File: src/core/spcp_regs.svh
// Register offsets, field positions and key value for the serial port
// command and write-protection block. Assumes a byte-addressed port.
`ifndef SPCP_REGS_SVH
`define SPCP_REGS_SVH
`define SPCP_OFS_COMMAND      32'h400a0000
`define SPCP_OFS_PROTECT      32'h400a00e4
`define SPCP_OFS_CTRL_STAT    32'h400a00f0
`define SPCP_OFS_ERR_STAT     32'h400a00f4
`define SPCP_BIT_RX_RESET     2
`define SPCP_BIT_TX_RESET     3
`define SPCP_BIT_RX_ON        4
`define SPCP_BIT_RX_OFF       5
`define SPCP_BIT_TX_ON        6
`define SPCP_BIT_TX_OFF       7
`define SPCP_BIT_STAT_CLEAR   8
`define SPCP_BIT_PROTECT_ON   0
`define SPCP_KEY_LSB          8
`define SPCP_KEY_VALUE        24'h555341
`define SPCP_PROTECT_RESET    1'b0
`endif

File: src/core/spcp_pkg.sv
// Types shared by the serial port command and protection block.
// Assumes the register header is included by the user.
package spcp_pkg;
    typedef logic [31:0] spcp_word_t;
    typedef logic [4:0]  spcp_err_t; // Parity, framing, overrun, manchester, break
endpackage : spcp_pkg

File: src/core/spcp_core.sv
// Serial port command decode and write-protection key gate.
// Assumes a single 10 MHz clock and a plain synchronous register port.
// Summary of operation
// RULE_01 - Writing one to rx_reset_cmd resets the receive logic; zero does nothing.
// RULE_02 - Writing one to tx_reset_cmd resets the transmit logic; zero does nothing.
// RULE_03 - A one in rx_on_cmd enables the receiver only if rx_off_cmd is zero in that write.
// RULE_04 - A one in rx_off_cmd disables the receiver and wins over a same-write enable.
// RULE_05 - A one in tx_on_cmd enables the transmitter only if tx_off_cmd is zero.
// RULE_06 - A one in tx_off_cmd disables the transmitter and wins over an enable.
// RULE_07 - Writing one to status_clear_cmd clears the five sticky receive error flags.
// RULE_08 - protect_on_bit zero with the correct key turns write protection off.
// RULE_09 - protect_on_bit one with the correct key turns write protection on.
// RULE_10 - A protection write with a wrong key leaves protect_on_bit unchanged.
// RULE_11 - Reads of the protection register return zero in the key field.
// RULE_12 - Command bits are one-cycle pulses that hold no state.
`timescale 1ns/1ns
`include "spcp_regs.svh"
module spcp_core
    import spcp_pkg::*;
(
    input  wire logic        core_clk_i,
    input  wire logic        rst_n_i,
    input  wire logic [31:0] addr_i,
    input  wire logic [31:0] wdata_i,
    input  wire logic        wr_i,
    input  wire logic        rd_i,
    input  wire spcp_err_t   err_event_i,
    output logic      [31:0] rdata_o,
    output logic             rx_reset_o,
    output logic             tx_reset_o,
    output logic             rx_enabled_o,
    output logic             tx_enabled_o,
    output logic             stat_clear_o,
    output logic             protect_on_o,
    output spcp_err_t        err_flags_o
);

    ////////////////////////////////////////////////////////////////////////////
    // Decode; one compare function serves the strobes and the checks, so the
    // two can never disagree on what an address means
    function automatic logic f_hits(input logic [31:0] addr, input logic [31:0] ofs);
        return addr == ofs;
    endfunction : f_hits

    logic cmd_wr;
    logic prot_wr;
    logic key_ok;
    logic rx_rst_req;
    logic tx_rst_req;
    logic rx_on_req;
    logic rx_off_req;
    logic tx_on_req;
    logic tx_off_req;
    logic clr_req;
    assign cmd_wr     = wr_i && f_hits(addr_i, `SPCP_OFS_COMMAND);
    assign prot_wr    = wr_i && f_hits(addr_i, `SPCP_OFS_PROTECT);
    // The key is compared in full; a near miss must not move the enable
    assign key_ok     = (wdata_i[`SPCP_KEY_LSB +: 24] == `SPCP_KEY_VALUE);
    // Command bits qualified by the write strobe; none of them is stored
    assign rx_rst_req = cmd_wr && wdata_i[`SPCP_BIT_RX_RESET];
    assign tx_rst_req = cmd_wr && wdata_i[`SPCP_BIT_TX_RESET];
    assign rx_on_req  = cmd_wr && wdata_i[`SPCP_BIT_RX_ON];
    assign rx_off_req = cmd_wr && wdata_i[`SPCP_BIT_RX_OFF];
    assign tx_on_req  = cmd_wr && wdata_i[`SPCP_BIT_TX_ON];
    assign tx_off_req = cmd_wr && wdata_i[`SPCP_BIT_TX_OFF];
    assign clr_req    = cmd_wr && wdata_i[`SPCP_BIT_STAT_CLEAR];

    ////////////////////////////////////////////////////////////////////////////
    // Reset and clear pulses, one cycle after the write; no stored command state
    always_ff @(posedge core_clk_i or negedge rst_n_i)
    begin
        if (!rst_n_i)
        begin
            rx_reset_o   <= 1'b0;
            tx_reset_o   <= 1'b0;
            stat_clear_o <= 1'b0;
        end
        else
        begin
            rx_reset_o   <= cmd_wr && wdata_i[`SPCP_BIT_RX_RESET];   // see RULE_01 see RULE_12
            tx_reset_o   <= cmd_wr && wdata_i[`SPCP_BIT_TX_RESET];   // see RULE_02 see RULE_12
            stat_clear_o <= cmd_wr && wdata_i[`SPCP_BIT_STAT_CLEAR]; // see RULE_07
        end
    end

    ////////////////////////////////////////////////////////////////////////////
    // Receiver enable; a reset command also drops it, as in a fresh reset state
    always_ff @(posedge core_clk_i or negedge rst_n_i)
    begin
        if (!rst_n_i)
            rx_enabled_o <= 1'b0;
        else if (cmd_wr)
        begin
            if (wdata_i[`SPCP_BIT_RX_OFF] || wdata_i[`SPCP_BIT_RX_RESET])
                rx_enabled_o <= 1'b0;       // see RULE_04 see RULE_01
            else if (wdata_i[`SPCP_BIT_RX_ON])
                rx_enabled_o <= 1'b1;       // see RULE_03
        end
    end

    // Transmitter enable, same priority
    always_ff @(posedge core_clk_i or negedge rst_n_i)
    begin
        if (!rst_n_i)
            tx_enabled_o <= 1'b0;
        else if (cmd_wr)
        begin
            if (wdata_i[`SPCP_BIT_TX_OFF] || wdata_i[`SPCP_BIT_TX_RESET])
                tx_enabled_o <= 1'b0;       // see RULE_06 see RULE_02
            else if (wdata_i[`SPCP_BIT_TX_ON])
                tx_enabled_o <= 1'b1;       // see RULE_05
        end
    end

    ////////////////////////////////////////////////////////////////////////////
    // Sticky error flags, one flop per cause; a new event wins over a clear in
    // the same cycle, so an error that lands with the clear is never lost
    localparam int ERR_W = $bits(spcp_err_t);
    genvar g_err;
    generate
        for (g_err = 0; g_err < ERR_W; g_err = g_err + 1)
        begin : g_flag
            always_ff @(posedge core_clk_i or negedge rst_n_i)
            begin
                if (!rst_n_i)
                    err_flags_o[g_err] <= 1'b0;
                else if (err_event_i[g_err])
                    err_flags_o[g_err] <= 1'b1;     // Set wins
                else if (clr_req)
                    err_flags_o[g_err] <= 1'b0;     // see RULE_07
            end
        end
    endgenerate

    ////////////////////////////////////////////////////////////////////////////
    // Protection enable, written only with the correct key
    always_ff @(posedge core_clk_i or negedge rst_n_i)
    begin
        if (!rst_n_i)
            protect_on_o <= `SPCP_PROTECT_RESET;
        else if (prot_wr && key_ok)
            protect_on_o <= wdata_i[`SPCP_BIT_PROTECT_ON]; // see RULE_08 see RULE_09 see RULE_10
    end

    ////////////////////////////////////////////////////////////////////////////
    // Read data, valid the cycle after the strobe only; command reads as zero
    always_ff @(posedge core_clk_i or negedge rst_n_i)
    begin
        if (!rst_n_i)
            rdata_o <= '0;
        else if (!rd_i)
            rdata_o <= '0;
        else
        begin
            unique case (addr_i)
                `SPCP_OFS_PROTECT:   rdata_o <= {31'h0, protect_on_o}; // see RULE_11
                `SPCP_OFS_CTRL_STAT: rdata_o <= {29'h0, protect_on_o, tx_enabled_o,
                                                 rx_enabled_o};
                `SPCP_OFS_ERR_STAT:  rdata_o <= {27'h0, err_flags_o};
                default:             rdata_o <= '0;
            endcase
        end
    end
endmodule : spcp_core

File: config.mk
export PLATFORM = sky130hd
export DESIGN_NAME = spcp_core
export DESIGN_NICKNAME = d
export VERILOG_FILES = /design/src/core/spcp_pkg.sv /design/src/core/spcp_core.sv
export VERILOG_INCLUDE_DIRS = /design/src /design/src/core
export SDC_FILE = /design/constraint.sdc
export NUM_CORES = 1
export LEC_CHECK = 0
export BUFFER_PORTS_ARGS = -buffer_cell sky130_fd_sc_hd__buf_2
export CAP_MARGIN = 5
export CORE_MARGIN = 3
export CORE_UTILIZATION = 34
export DETAILED_ROUTE_END_ITERATION = 8
export PLACE_DENSITY_LB_ADDON = 0.3
export SETUP_SLACK_MARGIN = 0.1
export SYNTH_ARGS = -nofsm -noshare
export SYNTH_HDL_FRONTEND = slang
export SYNTH_SLANG_ARGS = --single-unit
File: constraint.sdc
create_clock -name core_clk_i -period 1.3 [get_ports core_clk_i]
set_clock_uncertainty 0.2 [all_clocks]
set_input_delay 0.065 -clock core_clk_i [delete_from_list [all_inputs] [get_ports core_clk_i]]
set_output_delay 0.065 -clock core_clk_i [all_outputs]
set_load 0.05 [all_outputs]
Yosys cells after proc, flatten, opt, wreduce, memory -nomap -nowiden:

Cells that the tools add are included.

* add/sub/neg operators: 0
* multipliers: 0
* div/mod/pow operators: 0
* order comparisons: 0
* equality and inequality tests: 5
* shift operators: 0
* multiplexer cells: 12
* bitwise gates (word level): 0
* reductions and logical operators: 17

Operator list (count)
* $eq 32x31->1 const B: 4
* $mux 32: 1
* $eq 24x23->1 const B: 1
* $pmux 5 s3: 1
* $reduce_bool 2->1: 7
* $mux 1: 10
* $logic_and 1x1->1: 6
* $reduce_and 2->1: 2
* $logic_or 1x1->1: 2

* register bits after elaboration: 43
* latch bits: 0
* memory bits (writable): 0
* memory bits (read-only): 0
* input bits: 73
* output and inout port bits: 43
* word-level logic and storage cells: 46
* memories kept: 0

Depth between registers and ports, before layout:

Gate-level depths: netlist (run 1).

* depth in word-level cells: 5
* depth in mapped cells: 5
* depth with buffers taken out: 4

Worst setup path before layout (run 1):

No wires, ideal clock.

* path kind: input to register
* start: in addr_i[27]
* end: reg protect_on_o
* setup time: 128 ps
* arrival time: 1153 ps
* required time: 972 ps
* setup slack: -181 ps
* stages on the path: 4
* buffers on the path: 0
* cell sequence: nor4b_2 -> nand4_1 -> nor4_2 -> mux2_1

* longest elaborated chain between the ends: 3

RTL lines
* start: declaration: line spcp_core.sv:23 `input wire logic [31:0] addr_i,`
* $eq 32x31->1: line spcp_core.sv:42 `return addr == ofs;`
* $logic_and 1x1->1: line spcp_core.sv:56 `` assign prot_wr = wr_i && f_hits(addr_i, `SPCP_OFS_PROTECT); ``
* $logic_and 1x1->1: line spcp_core.sv:141 `else if (prot_wr && key_ok)`
* end signal: assignment: line spcp_core.sv:140 `` protect_on_o <= `SPCP_PROTECT_RESET; ``
* end signal: assignment: line spcp_core.sv:142 `` protect_on_o <= wdata_i[`SPCP_BIT_PROTECT_ON]; ``
* end: declaration: line spcp_core.sv:34 `output logic protect_on_o,`

No other way between the ends.
A chain may end at the register's enable or synchronous reset.

Final worst setup path (run 1):

* start: in addr_i[13]
* end: reg protect_on_o

The elaborated chain is that of the path after synthesis.

==> impl_metrics.xml, run 1 <==
<?xml version="1.0" encoding="UTF-8"?>
<metrics>
  <group name="synthesis">
    <metric name="synth.lib_cells_used.distinct" unit="">26</metric>
    <metric name="synth.top_cells.by_area" unit="">dfrtp_1 37%, buf_4 19%, nor4b_2 5.6%</metric>
    <metric name="ys_seq_area_share" unit="%">37.1</metric>
    <metric name="netlist_area" unit="sq um">1080</metric>
    <metric name="synth_area_leader_cell" unit="">dfrtp_1</metric>
    <metric name="synth_edf_count" unit="">0</metric>
    <metric name="synth.avg_cell_area" unit="sq um">10.3</metric>
    <metric name="synth-main-ff-cell" unit="">dfrtp_1</metric>
    <metric name="async_flop_share" unit="%">100</metric>
    <metric name="synth_top_cells_by_count" unit="">27 x buf_4, 16 x dfrtp_1, 6 x and3_1, 6 x nand4_1, 5 x a21o_1</metric>
    <metric name="synth.yosys.warnings" unit="">0</metric>
    <metric name="netlist.area_leader.share" unit="%">37.1</metric>
    <metric name="synth.most_common_cell" unit="">buf_4</metric>
    <metric name="syn-instance-count" unit="">105</metric>
    <metric name="ys_ff_latch" unit="">16</metric>
  </group>
  <group name="critical_path">
    <metric name="critPathRequiredTime" unit="ns">1.28</metric>
    <metric name="start_kind" unit="">input port</metric>
    <metric name="crit-reg2reg-launch" unit="">err_flags_o[0]$_DFFE_PN0P_</metric>
    <metric name="worstSetupStartpoint" unit="">addr_i[13]</metric>
    <metric name="r2r_cells" unit="">3</metric>
    <metric name="r2r-end" unit="">rdata_o[0]$_DFF_PN0_</metric>
    <metric name="reg2reg_setup_slack" unit="ns">0.21</metric>
    <metric name="crit_fanout" unit="">3</metric>
    <metric name="critical-path-top-delay-family" unit="">simple AND/OR/NAND/NOR gates</metric>
    <metric name="cp_cell_sequence" unit="">buf_2 -&gt; nor4b_4 -&gt; nand4_1 -&gt; nor4_2 -&gt; mux2_1</metric>
    <metric name="critical_path.n_buffers_inverters" unit="">1</metric>
    <metric name="classification_of_the_worst_setup_path" unit="">input port to flop</metric>
    <metric name="timing.critical_path.to_type" unit="">flop</metric>
    <metric name="cpMaxStageDelayCell" unit="">mux2_1</metric>
    <metric name="worst-endpoint-arrival" unit="ns">1.26</metric>
    <metric name="worst_path_largest_cell_delay" unit="ns">0.35</metric>
  </group>
  <group name="hold_path">
    <metric name="min_path_cells" unit="">2</metric>
    <metric name="hp-start" unit="">wdata_i[0]</metric>
    <metric name="min_path_type" unit="">input port to flop</metric>
    <metric name="timing.hold.worst_endpoint" unit="">protect_on_o$_DFFE_PN0P_</metric>
  </group>
  <group name="finish">
    <metric name="layout-drive-gt1-share" unit="%">57.0</metric>
    <metric name="final_cells" unit="">263</metric>
    <metric name="area.growth.synth_to_final" unit="%">78.1</metric>
    <metric name="num_antenna_cells" unit="">0</metric>
    <metric name="fin_util" unit="%">66.3</metric>
    <metric name="finalNetCount" unit="">296</metric>
  </group>
  <group name="floorplanning">
    <metric name="floorplan.initialDensity" unit="%">37.2</metric>
    <metric name="die_area" unit="sq um">3890</metric>
    <metric name="placeableCoreArea" unit="sq um">2900</metric>
    <metric name="die_w" unit="um">62.4</metric>
    <metric name="design.portCount" unit="">116</metric>
    <metric name="core.rowCount" unit="">19</metric>
    <metric name="die_y" unit="um">62.4</metric>
  </group>
  <group name="global_routing">
    <metric name="grt_overflow_total" unit="">0</metric>
    <metric name="antenna_found_initial" unit="">0</metric>
    <metric name="grt_start_max_net_pins" unit="">17</metric>
    <metric name="overall_global_routing_usage" unit="%">17.1</metric>
    <metric name="first_global_vias" unit="">1154</metric>
    <metric name="grt_pass1_wl" unit="mm">5.35</metric>
  </group>
  <group name="timing">
    <metric name="hold_violations" unit="">3</metric>
    <metric name="max_freq" unit="MHz">785</metric>
    <metric name="finalMaxSlewViolations" unit="">0</metric>
    <metric name="finalSetupViolations" unit="">0</metric>
    <metric name="timing.final.crit_period" unit="ns">1.27</metric>
    <metric name="rsz0062_at_grt" unit="">yes</metric>
    <metric name="share_of_the_clock_period_used_by_the_worst_path" unit="%">98.0</metric>
    <metric name="fin_hold_ws" unit="ns">-0.183</metric>
  </group>
  <group name="clocking">
    <metric name="tritoncts" unit="">built</metric>
    <metric name="clock_tree.root_cell" unit="">clkbuf_4</metric>
    <metric name="cts_inserted_buffers" unit="">3</metric>
    <metric name="path_clk_slew" unit="ns">0.10</metric>
    <metric name="clock_insertion_delay_worst_skew" unit="ns">0.29</metric>
    <metric name="cts.sink_count" unit="">16</metric>
    <metric name="max-clock-path-buffers" unit="">2</metric>
    <metric name="h-tree-depth" unit="">1</metric>
  </group>
  <group name="power">
    <metric name="p_leak" unit="uW">0.00100</metric>
    <metric name="combPwrFrac" unit="%">34.8</metric>
    <metric name="clock_power_share" unit="%">22.9</metric>
    <metric name="power_report.internal_total" unit="uW">756</metric>
    <metric name="switching_share" unit="%">35.8</metric>
    <metric name="power_frac_seq" unit="%">42.2</metric>
    <metric name="power-per-cell-area" unit="nW/um^2">612</metric>
    <metric name="netSwitchingPower" unit="uW">421</metric>
    <metric name="maximum_resistive_drop_on_vdd" unit="V">0.000304</metric>
  </group>
  <group name="placed_design">
    <metric name="io_buffers" unit="">87</metric>
    <metric name="hpwl" unit="mm">2.75</metric>
    <metric name="place.detailed.instances" unit="">241</metric>
    <metric name="gp_congestion" unit="">0.707</metric>
  </group>
  <group name="drt">
    <metric name="first_pass_iteration_count_of_the_detailed_router" unit="">4</metric>
    <metric name="finalWirelength" unit="mm">3.37</metric>
    <metric name="drt-initial-drc-count" unit="">14</metric>
    <metric name="route.vias.total" unit="">1180</metric>
    <metric name="route.detailed.wl_per_inst" unit="um">12.8</metric>
    <metric name="drc" unit="">0</metric>
    <metric name="route.detailed.vias_per_inst" unit="">4.49</metric>
    <metric name="final_antenna_net_count" unit="">0</metric>
  </group>
  <group name="flow_run">
    <metric name="number_of_max_cap_violations" unit="">0</metric>
  </group>
  <group name="status">
    <metric name="status" unit="">complete, but fails checks</metric>
    <metric name="failed_checks" unit="">negative hold slack</metric>
  </group>
</metrics>
worst max path at each step:
| stage | cells past startpoint | slack [ns] | to |
|---|---|---|---|
| after floorplan | 4 | -0.11 | protect_on_o$_DFFE_PN0P_ |
| after global placement | 6 | -0.30 | err_flags_o[0]$_DFFE_PN0P_ |
| after detailed placement | 5 | -0.34 | protect_on_o$_DFFE_PN0P_ |
| after CTS | 5 | 0.02 | protect_on_o$_DFFE_PN0P_ |
| after global routing | 5 | -0.05 | protect_on_o$_DFFE_PN0P_ |
| final | 5 | 0.03 | protect_on_o$_DFFE_PN0P_ |
metrics by stage:
stage,area [sq um],hold WS [ns],setup TNS [ns],setup WS (ns),power [uW]
after global placement,1600,-0.217,-3.88,-0.301,861
after CTS,1850,-0.190,0,0.0156,1180
final,1920,-0.183,0,0.0254,1180
after global routing,1920,-0.189,-0.121,-0.0543,1230
after floorplan,1260,-0.431,-0.159,-0.110,779
after detailed placement,1600,-0.207,-4.36,-0.341,865
layout by cell type, fill, tap and decap left out:
cell type       n
dfrtp_2         2
nor4_1          2
nor4b_2         1
buf_8           2
and2_1          1
buf_2          74
and4b_1         2
nor3b_1         1
buf_6           7
nand4_1         6
dlygate4sd3_1  15
nor2_1          4
nor4_2          1
a22oi_2         2
mux2_1          1
and4_1          1
and3_1          4
conb_1         27
a21o_1          5
or4_4           1
nand2_1         1
nor4bb_1        2
inv_1           3
and3_4          2
and4_2          1
nand4_4         1
nor4b_4         3
clkbuf_4        3
o21ai_0         1
nor4_4          5
mux2i_1         3
or2_2           2
dfrtp_1        14
and2_4          2
nand3_1         2
buf_4          17
registers in the layout, summed over array words and instances (netlist names):
register and cells:
err_flags_o 5, rdata_o 5, protect_on_o 1, rx_enabled_o 1, rx_reset_o 1, stat_clear_o 1
tx_enabled_o 1, tx_reset_o 1
power groups by stage:
stage,sequential (uW),clock (uW),combinational [uW]
final,497,270,410
after global routing,497,293,436
after CTS,497,277,404
after detailed placement,507,0,358
after global placement,507,0,354
after floorplan,507,0,272
worst register-to-register path, stage by stage, from the launching register on:
cell     delay [ns]
dfrtp_2        0.43
mux2i_1        0.12
o21ai_0        0.08
and3_1         0.16
cell families (layout without fill, tap and decap cells):
family	after synthesis	in the layout	share of synthesized area [%]
AND/OR/NAND/NOR	45	45	33.3
buffers and inverters	31	121	20.2
flip-flops	16	16	37.1
AO/OA/AOI/OAI	8	8	5.33
multiplexers	4	4	3.82
other	1	27	0.347
final cells by class:
cell class                      instances  area [sq um]
Fill cell                             256           977
Multi-Input combinational cell         84           677
Clock buffer                            3          22.5
Tap cell                               42          52.6
Timing Repair Buffer                  115           757
Inverter                                3          11.3
Sequential cell                        16           403
timing repair:
item / CTS / global route
cloned: 0 / 0
hold buffers: 14 / 1
pin swaps: 21 / 7
resized for setup: 23 / 8
setup endpoints to repair: 22 / 19
buffers inserted: 0 / 4
endpoints found under the hold margin: 32 / 2
metal layers:
layer / routed length, um / vias to the layer above / GRT usage (%)
li1: - / 569 / -
met5: 0 / - / 0
met3: 289 / 5 / 4.32
met4: 49 / 0 / 6.34
met1: 1190 / 538 / 19.8
met2: 1840 / 68 / 30.1
Note: power is estimated with default switching activity, not from simulation.
==> inputs of run 2 (changes only) <==
--- a/config.mk
+++ b/config.mk
@@ -6,10 +6,11 @@
 export SDC_FILE = /design/constraint.sdc
 export NUM_CORES = 1
 export LEC_CHECK = 0
-export BUFFER_PORTS_ARGS = -buffer_cell sky130_fd_sc_hd__buf_2
+export BUFFER_PORTS_ARGS = -buffer_cell sky130_fd_sc_hd__buf_4
 export CAP_MARGIN = 5
 export CORE_MARGIN = 3
-export CORE_UTILIZATION = 34
+export CORE_UTILIZATION = 36
+export CTS_BUF_LIST = sky130_fd_sc_hd__clkbuf_4
 export DETAILED_ROUTE_END_ITERATION = 8
 export PLACE_DENSITY_LB_ADDON = 0.3
 export SETUP_SLACK_MARGIN = 0.1
==> run 2 against run 1 <==
The run ends with negative setup slack left. Largest power group unchanged. Sequential cell count stayed put. Utilization is 8.0 points higher. Non-clock buffer count is 2 lower. Sequential power hardly changed.
==> impl_metrics.xml, run 2 (synthesis results as in run 1) <==
<?xml version="1.0" encoding="UTF-8"?>
<metrics>
  <group name="finish">
    <metric name="area.growth.synth_to_final" unit="%">92.9</metric>
    <metric name="num_antenna_cells" unit="">0</metric>
    <metric name="mostFrequentLayoutCells" unit="">86 x buf_4, 27 x conb_1, 16 x dlygate4sd3_1</metric>
    <metric name="fillCellCount" unit="">218</metric>
    <metric name="multi_input_area" unit="sq um">674</metric>
    <metric name="finalNetCount" unit="">294</metric>
    <metric name="final-seq-area" unit="sq um">403</metric>
    <metric name="largestRegisters" unit="">err_flags_o: 5 flops, rdata_o: 5 flops</metric>
    <metric name="final_common_cell" unit="">buf_4</metric>
    <metric name="layout-drive-gt1-share" unit="%">55.9</metric>
  </group>
  <group name="critical_path">
    <metric name="worstSetupStartpoint" unit="">rd_i</metric>
    <metric name="start_kind" unit="">input port</metric>
    <metric name="r2r-end" unit="">rdata_o[0]$_DFF_PN0_</metric>
    <metric name="cpMaxStageDelayCell" unit="">dlygate4sd3_1</metric>
    <metric name="critPathRequiredTime" unit="ns">1.32</metric>
    <metric name="worst-endpoint-arrival" unit="ns">1.42</metric>
    <metric name="worst_setup_path_endpoint" unit="">rdata_o[2]$_DFF_PN0_</metric>
    <metric name="crit-reg2reg-launch" unit="">err_flags_o[0]$_DFFE_PN0P_</metric>
    <metric name="worst_path_largest_cell_delay" unit="ns">0.56</metric>
    <metric name="timing.critical_path.depth" unit="">5</metric>
    <metric name="crit_fanout" unit="">2</metric>
    <metric name="cp_cell_sequence" unit="">buf_4 -&gt; dlygate4sd3_1 -&gt; inv_1 -&gt; or4_4 -&gt; nor2_2</metric>
    <metric name="critical_path.n_buffers_inverters" unit="">3</metric>
    <metric name="r2r_cells" unit="">3</metric>
    <metric name="classification_of_the_worst_setup_path" unit="">input port to flop</metric>
    <metric name="critical-path-top-delay-family" unit="">buffers and inverters</metric>
    <metric name="reg2reg_setup_slack" unit="ns">0.22</metric>
    <metric name="timing.critical_path.to_type" unit="">flop</metric>
  </group>
  <group name="hold_path">
    <metric name="min_path_cells" unit="">3</metric>
    <metric name="min_path_type" unit="">input port to flop</metric>
  </group>
  <group name="global_routing">
    <metric name="grt_overflow_total" unit="">0</metric>
    <metric name="antenna_found_initial" unit="">0</metric>
    <metric name="overall_global_routing_usage" unit="%">18.4</metric>
    <metric name="first_global_vias" unit="">1202</metric>
    <metric name="grt_pass1_wl" unit="mm">5.18</metric>
    <metric name="grt_start_max_net_pins" unit="">17</metric>
  </group>
  <group name="floorplanning">
    <metric name="die_area" unit="sq um">3690</metric>
    <metric name="core.rowCount" unit="">19</metric>
    <metric name="floorplan.initialDensity" unit="%">38.5</metric>
    <metric name="die_w" unit="um">60.8</metric>
    <metric name="design.portCount" unit="">116</metric>
    <metric name="placeableCoreArea" unit="sq um">2810</metric>
    <metric name="die_y" unit="um">60.8</metric>
  </group>
  <group name="timing">
    <metric name="hold_violations" unit="">0</metric>
    <metric name="postLayoutSetupSlackWorst" unit="ns">-0.101</metric>
    <metric name="finalMaxSlewViolations" unit="">0</metric>
    <metric name="rsz0062_at_grt" unit="">yes</metric>
    <metric name="fin_hold_ws" unit="ns">0.00858</metric>
    <metric name="share_of_the_clock_period_used_by_the_worst_path" unit="%">108</metric>
    <metric name="timing.final.crit_period" unit="ns">1.40</metric>
    <metric name="finalSetupViolations" unit="">5</metric>
    <metric name="max_freq" unit="MHz">714</metric>
  </group>
  <group name="clocking">
    <metric name="clock_tree.root_cell" unit="">clkbuf_4</metric>
    <metric name="max-clock-path-buffers" unit="">2</metric>
    <metric name="clock_insertion_delay_worst_skew" unit="ns">0.27</metric>
    <metric name="cts.sink_count" unit="">16</metric>
    <metric name="path_clk_slew" unit="ns">0.09</metric>
    <metric name="h-tree-depth" unit="">1</metric>
    <metric name="tritoncts" unit="">built</metric>
    <metric name="cts_inserted_buffers" unit="">3</metric>
  </group>
  <group name="placed_design">
    <metric name="dp_slack" unit="ns">-0.405</metric>
    <metric name="io_buffers" unit="">87</metric>
    <metric name="gp_congestion" unit="">0.717</metric>
    <metric name="hpwl" unit="mm">2.90</metric>
  </group>
  <group name="power">
    <metric name="power-per-cell-area" unit="nW/um^2">589</metric>
    <metric name="p_leak" unit="uW">0.00104</metric>
    <metric name="fin_total_pwr" unit="uW">1230</metric>
    <metric name="maximum_resistive_drop_on_vdd" unit="V">0.000481</metric>
  </group>
  <group name="drt">
    <metric name="first_pass_iteration_count_of_the_detailed_router" unit="">4</metric>
    <metric name="route.detailed.vias_per_inst" unit="">4.65</metric>
    <metric name="route.vias.total" unit="">1168</metric>
    <metric name="final_antenna_net_count" unit="">0</metric>
    <metric name="route.top_layer_used" unit="">met3</metric>
    <metric name="route.detailed.wl_per_inst" unit="um">13.6</metric>
    <metric name="drc" unit="">0</metric>
    <metric name="met2WireLength" unit="mm">1.94</metric>
    <metric name="dr_wl_met3" unit="um">320</metric>
    <metric name="finalWirelength" unit="mm">3.41</metric>
    <metric name="drt-initial-drc-count" unit="">18</metric>
    <metric name="drt-met1-wl" unit="mm">1.14</metric>
  </group>
  <group name="flow_run">
    <metric name="number_of_max_cap_violations" unit="">0</metric>
  </group>
  <group name="status">
    <metric name="status" unit="">complete, but fails checks</metric>
    <metric name="failed_checks" unit="">negative setup slack</metric>
  </group>
</metrics>
run 2: changes by cell type in the layout (fill, tap and decap cells not counted), moves of 2 or more:
cell / previous run / this run
nor2_2: 0 / 2
buf_2: 74 / 0
nor2_1: 4 / 2
buf_4: 17 / 86
buf_6: 7 / 11
buf_8: 2 / 0
run 2: per-stage QoR:
stage	TNS, ns	cells	util [%]	instance area (sq um)
CTS	-0.0355	247	71.1	2000
floorplan	-0.159	131	-	1260
finish	-0.304	251	74.3	2080
detailed placement	-3.92	228	63.8	1790
global route	-0.695	251	74.3	2080
global placement	-3.62	228	63.8	1790
run 2: worst min path at each step:
stage / from / slack, ns / endpoint
floorplan: rst_n_i / -0.43 / err_flags_o[0]$_DFFE_PN0P_
global placement: rst_n_i / -0.27 / rdata_o[1]$_DFF_PN0_
detailed placement: rst_n_i / -0.27 / rdata_o[1]$_DFF_PN0_
CTS: rd_i / -0.17 / rdata_o[0]$_DFF_PN0_
global route: addr_i[2] / 0.02 / rdata_o[3]$_DFF_PN0_
finish: addr_i[2] / 0.009 / rdata_o[4]$_DFF_PN0_
run 2: timing repair:
action,in CTS,in global routing
gates resized for setup,7,13
buffers inserted,1,2
hold buffers,14,2
endpoints found under the hold margin,30,4
setup endpoints to repair,14,16
pin swaps,7,10
run 2: tightest hold or removal path: stages:
cell,delay (ns)
buf_4,0.09
buf_4,0.14
and3_1,0.15
run 2: power breakdown:
| part | internal [uW] | total, uW | switching, uW | leakage (uW) |
|---|---|---|---|---|
| sequential | 497 | 497 | 0.000000838 | 0.000186 |
| combinational | 213 | 476 | 264 | 0.000837 |
| clock | 111 | 253 | 142 | 0.0000154 |
| total | 821 | 1230 | 405 | 0.00104 |
run 2: metal layers:
metal | vias to the layer above | global-route usage [%]
li1 | 561 | -
met1 | 545 | 19.0
met2 | 62 | 38.2
met3 | 0 | 4.04
met4 | 0 | 1.86
met5 | - | 0
run 2: area by class of cell:
class,count,share of cell area (%)
repair buffers,113,44.6
multi-input cells,84,32.4
flip-flops and latches,16,19.3
well taps,31,1.86
clock buffers,3,1.08
inverters,3,0.541
clock inverters,1,0.180
==> inputs of run 3 (changes only) <==
--- a/config.mk
+++ b/config.mk
@@ -9,7 +9,7 @@
 export BUFFER_PORTS_ARGS = -buffer_cell sky130_fd_sc_hd__buf_4
 export CAP_MARGIN = 5
 export CORE_MARGIN = 3
-export CORE_UTILIZATION = 36
+export CORE_UTILIZATION = 38
 export CTS_BUF_LIST = sky130_fd_sc_hd__clkbuf_4
 export DETAILED_ROUTE_END_ITERATION = 8
 export PLACE_DENSITY_LB_ADDON = 0.3
==> constraint.sdc (replaced) <==
create_clock -name core_clk_i -period 1.7 [get_ports core_clk_i]
set_clock_uncertainty 0.2 [all_clocks]
set_input_delay 0.085 -clock core_clk_i [delete_from_list [all_inputs] [get_ports core_clk_i]]
set_output_delay 0.085 -clock core_clk_i [all_outputs]
set_load 0.05 [all_outputs]
==> run 3 against run 2 <==
The flow now finishes without violations. Utilization decreased by 2.1 points. Hold slack gained 0.013 ns. Sequential cell count stayed put. Largest cell class unchanged. Highest routed layer is now met4.
==> impl_metrics.xml, run 3 (synthesis results as in run 1) <==
<?xml version="1.0" encoding="UTF-8"?>
<metrics>
  <group name="status">
    <metric name="status" unit="">completed</metric>
  </group>
  <group name="placed_design">
    <metric name="place.detailed.instances" unit="">222</metric>
    <metric name="gp_congestion" unit="">0.748</metric>
    <metric name="dp_slack" unit="ns">-0.0226</metric>
    <metric name="hpwl" unit="mm">2.71</metric>
    <metric name="io_buffers" unit="">87</metric>
  </group>
  <group name="finish">
    <metric name="largestRegisters" unit="">err_flags_o: 5 flops, rdata_o: 5 flops</metric>
    <metric name="final_cells" unit="">242</metric>
    <metric name="num_antenna_cells" unit="">0</metric>
    <metric name="area.growth.synth_to_final" unit="%">73.1</metric>
    <metric name="fillCellCount" unit="">191</metric>
    <metric name="fin_util" unit="%">72.2</metric>
    <metric name="finalNetCount" unit="">287</metric>
    <metric name="final_common_cell" unit="">buf_4</metric>
    <metric name="mostFrequentLayoutCells" unit="">89 x buf_4, 27 x conb_1, 17 x dlygate4sd3_1</metric>
    <metric name="layout-drive-gt1-share" unit="%">49.1</metric>
  </group>
  <group name="clocking">
    <metric name="post_cts_resized" unit="">0</metric>
    <metric name="path_clk_slew" unit="ns">0.09</metric>
    <metric name="max-clock-path-buffers" unit="">2</metric>
    <metric name="cts_inserted_buffers" unit="">3</metric>
    <metric name="tritoncts" unit="">built</metric>
    <metric name="clock_insertion_delay_worst_skew" unit="ns">0.28</metric>
    <metric name="clock_tree.root_cell" unit="">clkbuf_4</metric>
    <metric name="cts.sink_count" unit="">16</metric>
    <metric name="h-tree-depth" unit="">1</metric>
  </group>
  <group name="hold_path">
    <metric name="hp-start" unit="">addr_i[12]</metric>
    <metric name="min_path_cells" unit="">5</metric>
    <metric name="timing.hold.worst_endpoint" unit="">rdata_o[1]$_DFF_PN0_</metric>
    <metric name="min_path_type" unit="">input port to flop</metric>
  </group>
  <group name="drt">
    <metric name="finalWirelength" unit="mm">3.20</metric>
    <metric name="drc" unit="">0</metric>
    <metric name="route.detailed.vias_per_inst" unit="">4.55</metric>
    <metric name="drt-initial-drc-count" unit="">32</metric>
    <metric name="route.detailed.wl_per_inst" unit="um">13.2</metric>
    <metric name="route.vias.total" unit="">1100</metric>
    <metric name="final_antenna_net_count" unit="">0</metric>
    <metric name="first_pass_iteration_count_of_the_detailed_router" unit="">4</metric>
  </group>
  <group name="critical_path">
    <metric name="crit_fanout" unit="">2</metric>
    <metric name="crit-reg2reg-launch" unit="">rx_enabled_o$_DFFE_PN0P_</metric>
    <metric name="classification_of_the_worst_setup_path" unit="">input port to flop</metric>
    <metric name="r2r_cells" unit="">3</metric>
    <metric name="reg2reg_setup_slack" unit="ns">0.61</metric>
    <metric name="worst-endpoint-arrival" unit="ns">1.39</metric>
    <metric name="r2r-end" unit="">rdata_o[0]$_DFF_PN0_</metric>
    <metric name="critPathRequiredTime" unit="ns">1.66</metric>
    <metric name="timing.critical_path.to_type" unit="">flop</metric>
    <metric name="start_kind" unit="">input port</metric>
  </group>
  <group name="timing">
    <metric name="finalSetupViolations" unit="">0</metric>
    <metric name="postLayoutSetupSlackWorst" unit="ns">0.273</metric>
    <metric name="setup-tns-final" unit="ns">0</metric>
    <metric name="timing.final.crit_period" unit="ns">1.43</metric>
    <metric name="hold_violations" unit="">0</metric>
    <metric name="share_of_the_clock_period_used_by_the_worst_path" unit="%">84.0</metric>
    <metric name="max_freq" unit="MHz">701</metric>
    <metric name="fin_hold_ws" unit="ns">0.0220</metric>
    <metric name="finalMaxSlewViolations" unit="">0</metric>
    <metric name="rsz0062_at_grt" unit="">no</metric>
  </group>
  <group name="floorplanning">
    <metric name="core.rowCount" unit="">18</metric>
    <metric name="die_w" unit="um">59.3</metric>
    <metric name="placeableCoreArea" unit="sq um">2590</metric>
    <metric name="design.portCount" unit="">116</metric>
    <metric name="die_y" unit="um">59.3</metric>
    <metric name="die_area" unit="sq um">3520</metric>
    <metric name="floorplan.initialDensity" unit="%">41.7</metric>
  </group>
  <group name="global_routing">
    <metric name="antenna_found_initial" unit="">0</metric>
    <metric name="overall_global_routing_usage" unit="%">18.0</metric>
    <metric name="first_global_vias" unit="">1076</metric>
    <metric name="grt_pass1_wl" unit="mm">4.76</metric>
    <metric name="grt_start_max_net_pins" unit="">17</metric>
    <metric name="grt_overflow_total" unit="">0</metric>
  </group>
  <group name="power">
    <metric name="maximum_resistive_drop_on_vdd" unit="V">0.000612</metric>
    <metric name="power-per-cell-area" unit="nW/um^2">481</metric>
    <metric name="p_leak" unit="uW">0.000967</metric>
  </group>
  <group name="flow_run">
    <metric name="number_of_max_cap_violations" unit="">0</metric>
  </group>
</metrics>
run 3: layout make-up:
| class | count | area, sq um | area share, % |
|---|---|---|---|
| tap | 30 | 37.5 | 2.01 |
| timing repair buffer | 106 | 838 | 44.8 |
| inverter | 3 | 11.3 | 0.602 |
| clock buffer | 3 | 22.5 | 1.20 |
| multi-input combinational | 84 | 559 | 29.9 |
| sequential | 16 | 400 | 21.4 |
run 3: report_power, final:
part | total [uW] | switching, uW | internal, uW
combinational | 327 | 184 | 143
clock | 192 | 110 | 82.2
sequential | 380 | 0.000000642 | 380
total | 899 | 294 | 605
run 3: per-layer routing:
layer  global-route usage (%)  up-vias  routed length [um]
met4                     1.94        0                   5
met3                     5.45        2                 374
met1                     21.0      491                1120
met2                     33.1       59                1700
li1                         -      548                   -
met5                        0        -                   0
run 3: through the flow:
| stage | instance area [sq um] | total power (uW) |
|---|---|---|
| global route | 1870 | 942 |
| finish | 1870 | 899 |
| detailed placement | 1680 | 683 |
| global placement | 1680 | 678 |
| CTS | 1870 | 904 |
| floorplan | 1180 | 588 |
run 3: worst max-delay path by stage:
stage / from / endpoint / slack [ns] / cells after the start
final: addr_i[27] / protect_on_o$_DFFE_PN0P_ / 0.27 / 5
after detailed placement: addr_i[27] / protect_on_o$_DFFE_PN0P_ / -0.02 / 5
after CTS: addr_i[27] / rdata_o[2]$_DFF_PN0_ / 0.28 / 6
after floorplan: addr_i[27] / protect_on_o$_DFFE_PN0P_ / 0.20 / 4
after global placement: addr_i[20] / protect_on_o$_DFFE_PN0P_ / 0.02 / 5
after global routing: addr_i[27] / rdata_o[1]$_DFF_PN0_ / 0.20 / 6
run 3: repair_timing:
item,4_1_cts,5_1_grt
buffers inserted,0,0
hold buffers,17,0
endpoints found under the hold margin,32,0
run 3: worst max-delay path, cell delays in order:
cell,delay (ns)
buf_4,0.11
nor4b_2,0.32
nand4_1,0.20
nor4_2,0.33
mux2_1,0.34
